==> src/rtl/ipb_defines.vh <==
// constants for the image packet builder: channel word fields, header layout, register map
// assumes inclusion by every design file of the block, no other dependency
`ifndef IPB_DEFINES_VH
`define IPB_DEFINES_VH

`define IPB_PART_HI        31
`define IPB_PART_LO        30
`define IPB_SUM_HI         29
`define IPB_SUM_LO         28
`define IPB_HDR_BIT        27
`define IPB_SFMT_HI        26
`define IPB_SFMT_LO        23
`define IPB_DFMT_HI        26
`define IPB_DFMT_LO        21
`define IPB_SFMT_MAX       4'h3
`define IPB_HDR_WORDS      3'h6
`define IPB_REL_TIME_BITS  48

`define IPB_FMT_STILL      1'b0
`define IPB_FMT_DYNAMIC    1'b1

`define IPB_REG_CTRL       4'h0
`define IPB_REG_CHAN       4'h1
`define IPB_REG_DFMT       4'h2
`define IPB_REG_STATUS     4'h3
`define IPB_REG_ABS_LO     4'h4
`define IPB_REG_ABS_HI     4'h5
`define IPB_REG_COUNT      4'h6

`define IPB_CTRL_RESET     32'h0000_0008
`define IPB_CHAN_RESET     16'h0001

`endif

==> src/rtl/ipb_builder.v <==
// image packet body builder: channel word, per-segment headers, packed image words
// assumes one source on sys_clk_in; packet header and trailer are added downstream
//
// Implementation choices: strobed register access and the placing of the registers.
`timescale 1ns/1ns
`include "ipb_defines.vh"

// Operation
// - bits 31-30 give segment position
// - bits 29-28 give image count content
// - bit 27 flags per-segment header present
// - bits 26-23 give still format code
// - bits 22-0 reserved in still word
// - header precedes each image after channel word
// - header is 12 bytes: low, high, length
// - relative time 48 bits, upper zeroed
// - absolute time when flag bit 6 set
// - length word holds following byte count
// - bytes paired low first, odd filled
// - packet holds segments or whole images
// - each dynamic source has own channel
// - one dynamic format per channel
// - setup record before changed dynamic settings
// - dynamic bits 26-21 hold pixel format
// - dynamic header length is image bytes
module ipb_builder (
  input  wire        sys_clk_in,
  input  wire        srst_in,
  input  wire [3:0]  reg_addr_in,
  input  wire [31:0] reg_wdata_in,
  input  wire        reg_wr_in,
  input  wire        reg_rd_in,
  output reg  [31:0] reg_rdata_out,
  input  wire [47:0] rel_time_in,
  input  wire        pkt_start_in,
  input  wire [1:0]  part_in,
  input  wire [1:0]  sum_in,
  input  wire        seg_start_in,
  input  wire [31:0] seg_len_in,
  input  wire        byte_valid_in,
  input  wire [7:0]  byte_in,
  input  wire        byte_last_in,
  output reg         byte_ready_out,
  output reg         word_valid_out,
  output reg  [15:0] word_out,
  output reg         word_last_out,
  output reg         setup_req_out
);
  localparam ST_IDLE = 2'd0;
  localparam ST_CHAN = 2'd1;
  localparam ST_HDR  = 2'd2;
  localparam ST_DATA = 2'd3;

  reg  [1:0]  state;
  reg  [1:0]  next_state;
  reg  [31:0] ctrl;
  reg  [15:0] chan_id;
  reg  [5:0]  dyn_fmt;
  reg  [63:0] abs_time;
  reg  [31:0] pkt_count;
  reg         setup_pend;
  reg         cfg_lock;
  reg  [2:0]  idx;
  reg  [1:0]  p_part;
  reg  [1:0]  p_sum;
  reg  [63:0] stamp;
  reg  [31:0] seg_len;
  reg  [15:0] hdr_word;
  reg  [31:0] next_ctrl;
  // bytes taken so far in the current segment, held against its length
  reg  [31:0] byte_cnt;
  reg         len_err;
  wire [31:0] chan_word;
  wire        pk_valid;
  wire [15:0] pk_word;
  wire        pk_last;
  wire        mode    = ctrl[0];
  wire        hdr_en  = ctrl[1];
  wire        abs_en  = ctrl[6];
  wire [3:0]  s_fmt   = ctrl[11:8];
  wire        pk_feed = byte_valid_in & byte_ready_out;
  wire [31:0] next_byte_cnt = byte_cnt + 32'h0000_0001;
  wire        status_wr = reg_wr_in & (reg_addr_in == `IPB_REG_STATUS);
  wire        cfg_wr  = reg_wr_in & ((reg_addr_in == `IPB_REG_CHAN) |
                        (reg_addr_in == `IPB_REG_DFMT) | (reg_addr_in == `IPB_REG_CTRL));

  ipb_chan_word u_chan (
    .mode_in      (mode),
    .part_in      (p_part),
    .sum_in       (p_sum),
    .hdr_en_in    (hdr_en),
    .still_fmt_in (s_fmt),
    .dyn_fmt_in   (dyn_fmt),
    .word_out     (chan_word)
  );

  ipb_byte_pack u_pack (
    .sys_clk_in     (sys_clk_in),
    .srst_in        (srst_in),
    .byte_valid_in  (pk_feed),
    .byte_in        (byte_in),
    .byte_last_in   (byte_last_in),
    .word_valid_out (pk_valid),
    .word_out       (pk_word),
    .word_last_out  (pk_last)
  );

  // header as six 16-bit words, low half first; word 0 leaves straight from the time source
  always @* begin
    case (idx)
      3'd1:    hdr_word = stamp[31:16];
      3'd2:    hdr_word = stamp[47:32];
      3'd3:    hdr_word = stamp[63:48];
      3'd4:    hdr_word = seg_len[15:0];
      3'd5:    hdr_word = seg_len[31:16];
      default: hdr_word = stamp[15:0];
    endcase
  end

  always @* begin
    next_state = state;
    case (state)
      ST_IDLE: begin
        if (pkt_start_in && !setup_pend) begin
          next_state = ST_CHAN;
        end
      end
      ST_CHAN: begin
        if (idx == 3'd1) begin
          next_state = ST_HDR;
        end
      end
      ST_HDR: begin
        // a packet ends between segments, never inside a header
        if (idx == 3'd0 && pkt_start_in && !seg_start_in) begin
          next_state = ST_IDLE;
        end
        if (seg_start_in) begin
          next_state = hdr_en ? ST_HDR : ST_DATA;
        end
        if (idx != 3'd0) begin
          next_state = (idx == `IPB_HDR_WORDS - 3'd1) ? ST_DATA : ST_HDR;
        end
      end
      ST_DATA: begin
        if (pk_valid && pk_last) begin
          next_state = ST_HDR;
        end
        // ending inside a segment cuts it; a pending low byte stays in the packer and pairs with the next byte fed
        if (pkt_start_in) begin
          next_state = ST_IDLE;
        end
      end
      default: next_state = ST_IDLE;
    endcase
  end

  always @(posedge sys_clk_in) begin
    if (srst_in) begin
      state          <= ST_IDLE;
      idx            <= 3'd0;
      p_part         <= 2'b00;
      p_sum          <= 2'b00;
      stamp          <= 64'h0000_0000_0000_0000;
      seg_len        <= 32'h0000_0000;
      byte_ready_out <= 1'b0;
      word_valid_out <= 1'b0;
      word_out       <= 16'h0000;
      word_last_out  <= 1'b0;
      pkt_count      <= 32'h0000_0000;
    end else begin
      state          <= next_state;
      word_valid_out <= 1'b0;
      word_last_out  <= 1'b0;
      byte_ready_out <= (next_state == ST_DATA) && !(pk_feed && byte_last_in);
      case (state)
        ST_IDLE: begin
          idx <= 3'd0;
          if (pkt_start_in && !setup_pend) begin
            p_part <= part_in;
            p_sum  <= sum_in;
          end
        end
        ST_CHAN: begin
          word_valid_out <= 1'b1;
          word_out       <= idx[0] ? chan_word[31:16] : chan_word[15:0];
          idx            <= idx[0] ? 3'd0 : 3'd1;
          if (idx[0]) begin
            pkt_count <= pkt_count + 32'h0000_0001;
          end
        end
        ST_HDR: begin
          if (idx == 3'd0 && seg_start_in) begin
            seg_len <= seg_len_in;
            if (abs_en) begin
              stamp <= abs_time;
            end else begin
              stamp <= {16'h0000, rel_time_in};
            end
            idx <= hdr_en ? 3'd1 : 3'd0;
            if (hdr_en) begin
              word_valid_out <= 1'b1;
              word_out       <= abs_en ? abs_time[15:0] : rel_time_in[15:0];
            end
          end else if (idx != 3'd0) begin
            word_valid_out <= 1'b1;
            word_out       <= hdr_word;
            idx            <= (idx == `IPB_HDR_WORDS - 3'd1) ? 3'd0 : idx + 3'd1;
          end
        end
        ST_DATA: begin
          if (pk_valid) begin
            word_valid_out <= 1'b1;
            word_out       <= pk_word;
            word_last_out  <= pk_last;
          end
        end
        default: idx <= 3'd0;
      endcase
    end
  end

  // still format codes above the last defined one keep the old setting;
  // bit 3 shows its reset value only until the first write
  always @* begin
    next_ctrl      = 32'h0000_0000;
    next_ctrl[1:0] = reg_wdata_in[1:0];
    next_ctrl[6]   = reg_wdata_in[6];
    if (reg_wdata_in[11:8] > `IPB_SFMT_MAX) begin
      next_ctrl[11:8] = s_fmt;
    end else begin
      next_ctrl[11:8] = reg_wdata_in[11:8];
    end
  end

  // a last marker that disagrees with the announced length leaves the
  // header's length word wrong; the mismatch is kept for software to see
  always @(posedge sys_clk_in) begin
    if (srst_in) begin
      byte_cnt <= 32'h0000_0000;
      len_err  <= 1'b0;
    end else begin
      if (state == ST_HDR && idx == 3'd0 && seg_start_in) begin
        byte_cnt <= 32'h0000_0000;
      end else if (pk_feed) begin
        byte_cnt <= next_byte_cnt;
      end
      // a new mismatch wins over a clear in the same cycle
      if (pk_feed && byte_last_in && next_byte_cnt != seg_len) begin
        len_err <= 1'b1;
      end else if (status_wr && reg_wdata_in[1]) begin
        len_err <= 1'b0;
      end
    end
  end

  // software side; dynamic format and channel change only between packets
  always @(posedge sys_clk_in) begin
    if (srst_in) begin
      ctrl          <= `IPB_CTRL_RESET;
      chan_id       <= `IPB_CHAN_RESET;
      dyn_fmt       <= 6'h00;
      abs_time      <= 64'h0000_0000_0000_0000;
      setup_pend    <= 1'b0;
      setup_req_out <= 1'b0;
      cfg_lock      <= 1'b0;
      reg_rdata_out <= 32'h0000_0000;
    end else begin
      cfg_lock <= (state != ST_IDLE);
      if (reg_wr_in && !cfg_lock) begin
        case (reg_addr_in)
          `IPB_REG_CTRL: begin
            ctrl <= next_ctrl;
          end
          `IPB_REG_CHAN: chan_id <= reg_wdata_in[15:0];
          `IPB_REG_DFMT: dyn_fmt <= reg_wdata_in[5:0];
          `IPB_REG_ABS_LO: abs_time[31:0] <= reg_wdata_in;
          `IPB_REG_ABS_HI: abs_time[63:32] <= reg_wdata_in;
          default: ;
        endcase
      end
      // a new config write wins over the acknowledge in the same cycle
      if (cfg_wr && !cfg_lock && mode) begin
        setup_pend <= 1'b1;
      end else if (status_wr && reg_wdata_in[0]) begin
        setup_pend <= 1'b0;
      end
      setup_req_out <= setup_pend;
      reg_rdata_out <= 32'h0000_0000;
      if (reg_rd_in) begin
        case (reg_addr_in)
          `IPB_REG_CTRL:   reg_rdata_out <= ctrl;
          `IPB_REG_CHAN:   reg_rdata_out <= {16'h0000, chan_id};
          `IPB_REG_DFMT:   reg_rdata_out <= {26'h000_0000, dyn_fmt};
          `IPB_REG_STATUS: reg_rdata_out <= {27'h000_0000, cfg_lock, state, len_err, setup_pend};
          `IPB_REG_ABS_LO: reg_rdata_out <= abs_time[31:0];
          `IPB_REG_ABS_HI: reg_rdata_out <= abs_time[63:32];
          `IPB_REG_COUNT:  reg_rdata_out <= pkt_count;
          default:         reg_rdata_out <= 32'h0000_0000;
        endcase
      end
    end
  end
endmodule

==> src/rtl/ipb_byte_pack.v <==
// packs image bytes two per 16-bit word, earlier byte low, filler on odd tail
// assumes bytes arrive on the same clock with a last marker on the final byte
`timescale 1ns/1ns
`include "ipb_defines.vh"

module ipb_byte_pack #(
  parameter [7:0] FILL = 8'h00
) (
  input  wire        sys_clk_in,
  input  wire        srst_in,
  input  wire        byte_valid_in,
  input  wire [7:0]  byte_in,
  input  wire        byte_last_in,
  output reg         word_valid_out,
  output reg  [15:0] word_out,
  output reg         word_last_out
);
  reg       half;
  reg [7:0] low_byte;

  always @(posedge sys_clk_in) begin
    if (srst_in) begin
      half           <= 1'b0;
      low_byte       <= 8'h00;
      word_valid_out <= 1'b0;
      word_out       <= 16'h0000;
      word_last_out  <= 1'b0;
    end else begin
      word_valid_out <= 1'b0;
      word_last_out  <= 1'b0;
      if (byte_valid_in) begin
        if (half) begin
          word_out       <= {byte_in, low_byte};
          word_valid_out <= 1'b1;
          word_last_out  <= byte_last_in;
          half           <= 1'b0;
        end else if (byte_last_in) begin
          word_out       <= {FILL, byte_in};
          word_valid_out <= 1'b1;
          word_last_out  <= 1'b1;
        end else begin
          low_byte <= byte_in;
          half     <= 1'b1;
        end
      end
    end
  end
endmodule

==> src/rtl/ipb_chan_word.v <==
// builds the 32-bit channel word for still or dynamic imagery packets
// assumes field inputs are held stable by the caller while the word is sampled
`timescale 1ns/1ns
`include "ipb_defines.vh"

module ipb_chan_word (
  input  wire        mode_in,
  input  wire [1:0]  part_in,
  input  wire [1:0]  sum_in,
  input  wire        hdr_en_in,
  input  wire [3:0]  still_fmt_in,
  input  wire [5:0]  dyn_fmt_in,
  output reg  [31:0] word_out
);
  always @* begin
    word_out = 32'h0000_0000;
    word_out[`IPB_PART_HI:`IPB_PART_LO] = part_in;
    word_out[`IPB_SUM_HI:`IPB_SUM_LO]   = sum_in;
    word_out[`IPB_HDR_BIT]              = hdr_en_in;
    if (mode_in == `IPB_FMT_DYNAMIC) begin
      word_out[`IPB_DFMT_HI:`IPB_DFMT_LO] = dyn_fmt_in;
    end else begin
      word_out[`IPB_SFMT_HI:`IPB_SFMT_LO] = still_fmt_in;
    end
    // all other bits stay zero
  end
endmodule

==> config.mk <==
export PLATFORM = sky130hd
export DESIGN_NAME = ipb_builder
export DESIGN_NICKNAME = d
export VERILOG_FILES = /design/src/rtl/ipb_builder.v /design/src/rtl/ipb_byte_pack.v /design/src/rtl/ipb_chan_word.v
export VERILOG_INCLUDE_DIRS = /design/src /design/src/rtl
export SDC_FILE = /design/constraint.sdc
export NUM_CORES = 1
export LEC_CHECK = 0
export ABC_AREA = 1
export BUFFER_PORTS_ARGS = -buffer_cell sky130_fd_sc_hd__buf_2
export CAP_MARGIN = 0
export CORE_UTILIZATION = 55
export DETAILED_ROUTE_END_ITERATION = 16
export GPL_TIMING_DRIVEN = 0
export MAX_ROUTING_LAYER = met4
export PLACE_DENSITY = 0.85
export SYNTH_ARGS = -nofsm -noshare
export SYNTH_HDL_FRONTEND = slang
export SYNTH_HIERARCHICAL = 1
export SYNTH_SLANG_ARGS = --single-unit
==> constraint.sdc <==
create_clock -name sys_clk_in -period 5.88 [get_ports sys_clk_in]
set_input_delay 0 -clock sys_clk_in [delete_from_list [all_inputs] [get_ports sys_clk_in]]
set_output_delay 0 -clock sys_clk_in [all_outputs]
set_load 0.05 [all_outputs]
Word level (Yosys, flattened, before mapping)
Index checks and enable logic that the tools add are counted.

Bits in registers: 345. Bits of input ports: 136. Output and inout bits: 52. Word-level logic and storage cells: 153.

Add/sub/neg operators: 3. $lt $le $gt $ge: 1. Eq/ne operators: 19. Mux-type cells: 44. Bitwise gates (word level): 12. Reduce and logical (&&, ||, !) cells: 46.

Operators by type and width (number): $pmux W32 S7 (1); $mux W16 (8); $pmux W16 S5 (1); $add A32 B1 Y32 const B (2); $mux W64 (1); $pmux W16 S3 (1); $ne A32 B32 Y1 (1); $reduce_and A2 Y1 (10); $mux W1 (17); $mux W2 (8); $logic_and A1 B1 Y1 (15); $eq A4 B3 Y1 const B (3); $mux W3 (3); $pmux W3 S3 (1); $reduce_bool A3 Y1 (3); $eq A4 B2 Y1 const B (2); $pmux W2 S4 (1); $reduce_bool A2 Y1 (4); $not A1 Y1 (7); $eq A2 B2 Y1 const B (3); $eq A3 B2 Y1 const B (2); $eq A3 B3 Y1 const B (2); $ne A3 B3 Y1 const B (2); $reduce_and A3 Y1 (2); 17 further kinds (25).

Depth between registers and ports, before layout
Depth after elaboration: 9. Mapped depth: 16. Gate-level depth less buffers: 16.

Modules after synthesis
Netlist, hierarchy kept.

By module, submodules not included: ipb_builder (instances 1, cells each 2214, area each 15373.5 µm², sequential area each 6366.1 µm²); ipb_byte_pack (instances 1, cells each 152, area each 1171.1 µm², sequential area each 540.5 µm²); ipb_chan_word (instances 1, cells each 44, area each 262.8 µm², sequential area each 0.0 µm²).

Worst setup path after synthesis
No wires, ideal clock.

Path kind: register to register. Start: reg idx[0]. End: reg, netlist name word_out[1]. Library setup time: 0.060 ns. Data arrival time: 2.009 ns. Required time: 5.820 ns. Path slack: 3.811 ns. Cell stages (with the launch flop): 13. Buffers on the path: 3. Clock period less this slack: 2.069 ns. Cell sequence: dfxtp_1 clkbuf_1 clkbuf_1 nand2_1 inv_1 ha_1 clkbuf_1 a22oi_1 nand3_1 o211ai_1 nand3_1 o221ai_1 inv_1.

RTL lines: from (decl) (line ipb_builder.v:63) `reg [2:0] idx;`; from (signal assigned) (line ipb_builder.v:187) `idx <= idx[0] ? 3'd0 : 3'd1;`; from (signal assigned) (line ipb_builder.v:200) `idx <= hdr_en ? 3'd1 : 3'd0;`; from (signal assigned) (line ipb_builder.v:208) `` idx <= (idx == `IPB_HDR_WORDS - 3'd1) ? 3'd0 : idx + 3'd1; ``.

Worst setup path in the final report
Start: reg byte_ready_out. End: reg u_pack.word_out[15].

Word-level cells in the longest chain between the ends: 2.

Ends and longest elaborated chain: from (decl) (line ipb_builder.v:43) `output reg byte_ready_out,`; from (signal assigned) (line ipb_builder.v:175) `byte_ready_out <= (next_state == ST_DATA) && !(pk_feed && byte_last_in);`; $and A1 B1 Y1 (line ipb_builder.v:81) `wire pk_feed = byte_valid_in & byte_ready_out;`; named net pk_feed (line ipb_builder.v:81); $reduce_and A2 Y1 (no line); to (signal assigned) (line ipb_byte_pack.v:33) `word_out <= {byte_in, low_byte};`; to (signal assigned) (line ipb_byte_pack.v:38) `word_out <= {FILL, byte_in};`; to (decl) (line ipb_byte_pack.v:15) `output reg [15:0] word_out,`.

The timed path passes the listed nets, and every way through them passes these cells. A chain may end at the register's enable or synchronous reset.

==> reports/results.txt <==
Number of core rows: 63
Length of the first detailed-routing pass in iterations: 6
Wire length on met1: 25400 um
Area enclosed by the die boundary: 31300 um^2
Worst Hold Path EP: byte_cnt[4]$_SDFFE_PP0P_
Async S/R FF share, synth: 0
Class of the tightest hold or removal check: input pin to register
YS warnings: 6
Required @ worst endpoint: 6.36 ns
Detailed-route wire length: 65600 um
Critical-path maximum fanout: 12
Main synth FF type: dfxtp_1
Worst r2r dst: u_pack/word_out[15]$_SDFFE_PP0P_
Final global-route overflow total: 0
Worst clock skew: 0.0239 ns
Dpl hpwl: 46700 um
Maximum clock frequency: 294 MHz
Final period demand of the worst path: 3.40 ns
Max-capacitance violation count: 0
Clk pin slew, worst setup/hold paths: 0.06 ns
Final cycle utilization of the critical path: 0.579
Clock sink count: 345
H-tree depth reported by CTS: 2
Worst Setup Start Kind: register
Layout Area Growth over Synthesis: 25.2%
Vias: 19000
Cell type contributing the most total cell area after synthesis: dfxtp_1
Category of the critical setup timing path: register to register
Synth cell types: 54
Worst-skew pair later-pin latency: 0.55 ns
Power density normalized to cell area: 263 nW/um^2
Worst reg-to-reg path cell count: 10
Worst slew slack as a fraction of its limit: 0.218
Transition at the pin with the smallest max-transition slack: 1.17 ns
Largest cells by area after synthesis: dfxtp_1, nand2_1, o21ai_0
Die X: 177 um
Top-area cell type share of the netlist area: 0.411
Design Power: 5.53 mW
Standard cell with the maximum stage delay on the critical path: clkbuf_1
Met3 layer wire length in the routed design: 6350 um
Commonest cells in the netlist: nand2_1, dfxtp_1, inv_1
Maximum count of clock buffers along a single path: 3
Number of cells on the worst hold path: 4
Pin count of the biggest net entering global routing: 16
Via count of the first global-routing pass: 18000
CP cell instances: nand2_1, inv_1, clkbuf_1, buf_4, nand2_1, inv_1, nand3_1, dlygate4sd3_1, nand2_1, dlygate4sd3_1
Share of synthesized area occupied by flip-flops and latches: 0.411
Final Hold Viols: 0
Number of port buffers: 187
Floorplan die height: 177 um
Effective utilization at floorplan: 0.563
Residual antenna-violating net count after detailed routing: 0
Cell with the most instances after synthesis: nand2_1
Final Net Count: 2942
CTS buffer count: 38
Share of cells above drive strength 1: 0.133
Post-synthesis instance total: 2410
First-pass GRT wire length: 99400 um
Count of instances resized after the clock tree is built: 0
Global placement routability congestion: 1.04
Core region area: 29900 um^2
Start of the worst register-to-register path: byte_ready_out$_SDFF_PP0_
DR WL met2: 29400 um
Worst endpoint data arrival time: 3.88 ns
Total Neg Setup Slack: 0 ns
Worst reg-to-reg setup slack: 2.48 ns
Element type at the critical path end: register
Synthesized area divided by synthesized cell count: 6.97 um^2
Worst IR drop on VDD: 0.000226 V
CTS tree: yes
Root buffer cell: clkbuf_16
Overall fraction of global-route tracks in use: 0.426
Post-route worst setup slack: 2.48 ns
Final number of max-transition violations: 0
Total setup violations reported at the end of the flow: 0
Antenna violations before repair: 2
Status: completed
RSZ-0062 raised after global routing: no
Number of vias per cell after detailed routing: 5.89
Post-synthesis sequential element count: 345
Routed wire length per instance: 20.4 um
Number of remaining DRC errors: 0
Min-delay src: byte_valid_in
DR top layer: met4
Number of synthesized flops with an enable pin: 0
Slowest Stage Delay on Critical Path: 0.76 ns
Number of design-rule violations left by the first detailed-router iteration: 2450
Area of the mapped netlist: 16800 um^2
CP most frequent cell: nand2_1
IO Pins: 188
Leakage dissipation: 8.78 nW
Post-placement setup slack: 2.94 ns
-- worst max-delay path, delay by kind of cell (launching register included) --
family,cells,cell delay [ns]
and+or+nand+nor,4,0.46
DFF,1,0.32
buffers and inverters,6,2.56
-- cell usage in the layout (no fill, tap or decap), types with 8 or more instances in the layout --
cell and n:
nand3_2 12, nor2_1 199, xor2_1 12, o21ai_1 19, a22oi_1 8, nand4_1 15
clkbuf_1 100, dlygate4sd3_1 140, ha_1 9, nand2_1 449, clkbuf_8 8, nand3_1 134
nor2_2 9, o21ai_0 280, inv_2 27, clkbuf_16 39, nor3_1 21, o31ai_1 14
buf_4 30, o221ai_2 10, a21oi_1 214, inv_1 307, dfxtp_1 345, a221oi_1 10
conb_1 21, buf_2 200, o41ai_1 12, a31oi_1 15, o211ai_1 13, o22ai_1 63
-- kinds of logic after synthesis --
kind of cell,after synthesis,synth area share
other cells,1,0.000223
compound gates,683,0.231
fa+ha+maj,9,0.00670
simple gates,869,0.225
xor+xnor,15,0.00864
flops,345,0.411
buf+inv,488,0.118
-- area by class of cell --
| type | count | area, um^2 |
|---|---|---|
| diodes | 1 | 2.50 |
| plain buffers | 148 | 711 |
| clock buffers | 51 | 1100 |
| clock inverters | 16 | 235 |
| fillers | 2420 | 8830 |
| inverters | 340 | 1280 |
| multi-input cells | 1597 | 7990 |
| flip-flops and latches | 345 | 6910 |
| well taps | 390 | 488 |
| repair buffers | 327 | 2340 |
-- per-layer routing --
layer / vias to the layer above / GRT usage
li1: 8723 / -
met5: - / -
met3: 337 / 0.0685
met1: 8672 / 0.517
met2: 1220 / 0.671
met4: 0 / 0.246
-- power by group --
part	switching, mW	internal, mW
sequential	0.0243	2.37
combinational	0.353	0.197
clock	1.04	1.54
total	1.42	4.11
-- worst max path at each step --
stage                         startpoint                               end  slack [ns]  cells past startpoint
5_1_grt        byte_ready_out$_SDFF_PP0_  u_pack/word_out[15]$_SDFFE_PP0P_        2.38                     10
2_1_floorplan        idx[0]$_SDFFE_PP0P_          word_out[1]$_SDFFE_PP0P_        3.81                     12
3_3_place_gp         idx[0]$_SDFFE_PP0P_          word_out[8]$_SDFFE_PP0P_        2.96                     12
4_1_cts        byte_ready_out$_SDFF_PP0_  u_pack/word_out[15]$_SDFFE_PP0P_        2.65                     10
3_5_place_dp         idx[0]$_SDFFE_PP0P_          word_out[8]$_SDFFE_PP0P_        2.94                     12
6_report       byte_ready_out$_SDFF_PP0_  u_pack/word_out[15]$_SDFFE_PP0P_        2.48                     10
-- through the flow --
stage / utilization / instance area (um^2) / hold WS [ns] / cells
2_1_floorplan: - / 16900 / 0.0718 / 2430
3_3_place_gp: 0.613 / 18300 / 0.261 / 3007
3_5_place_dp: 0.613 / 18300 / 0.268 / 3007
4_1_cts: 0.704 / 21000 / 0.000620 / 3214
5_1_grt: 0.704 / 21000 / 0.0201 / 3215
6_report: 0.704 / 21000 / 0.0102 / 3215
-- flip-flops by register name, summed over array words and instances (netlist names), 32 cells and up --
signal         cells
abs_time          64
byte_cnt          32
pkt_count         32
reg_rdata_out     32
seg_len           32
stamp             64
-- timing repair --
item,in CTS,in global routing
hold buffers,140,0
setup buffers,0,0
hold endpoints to repair,204,0
setup endpoints to repair,0,0
Power figures use the tool's default switching activity.
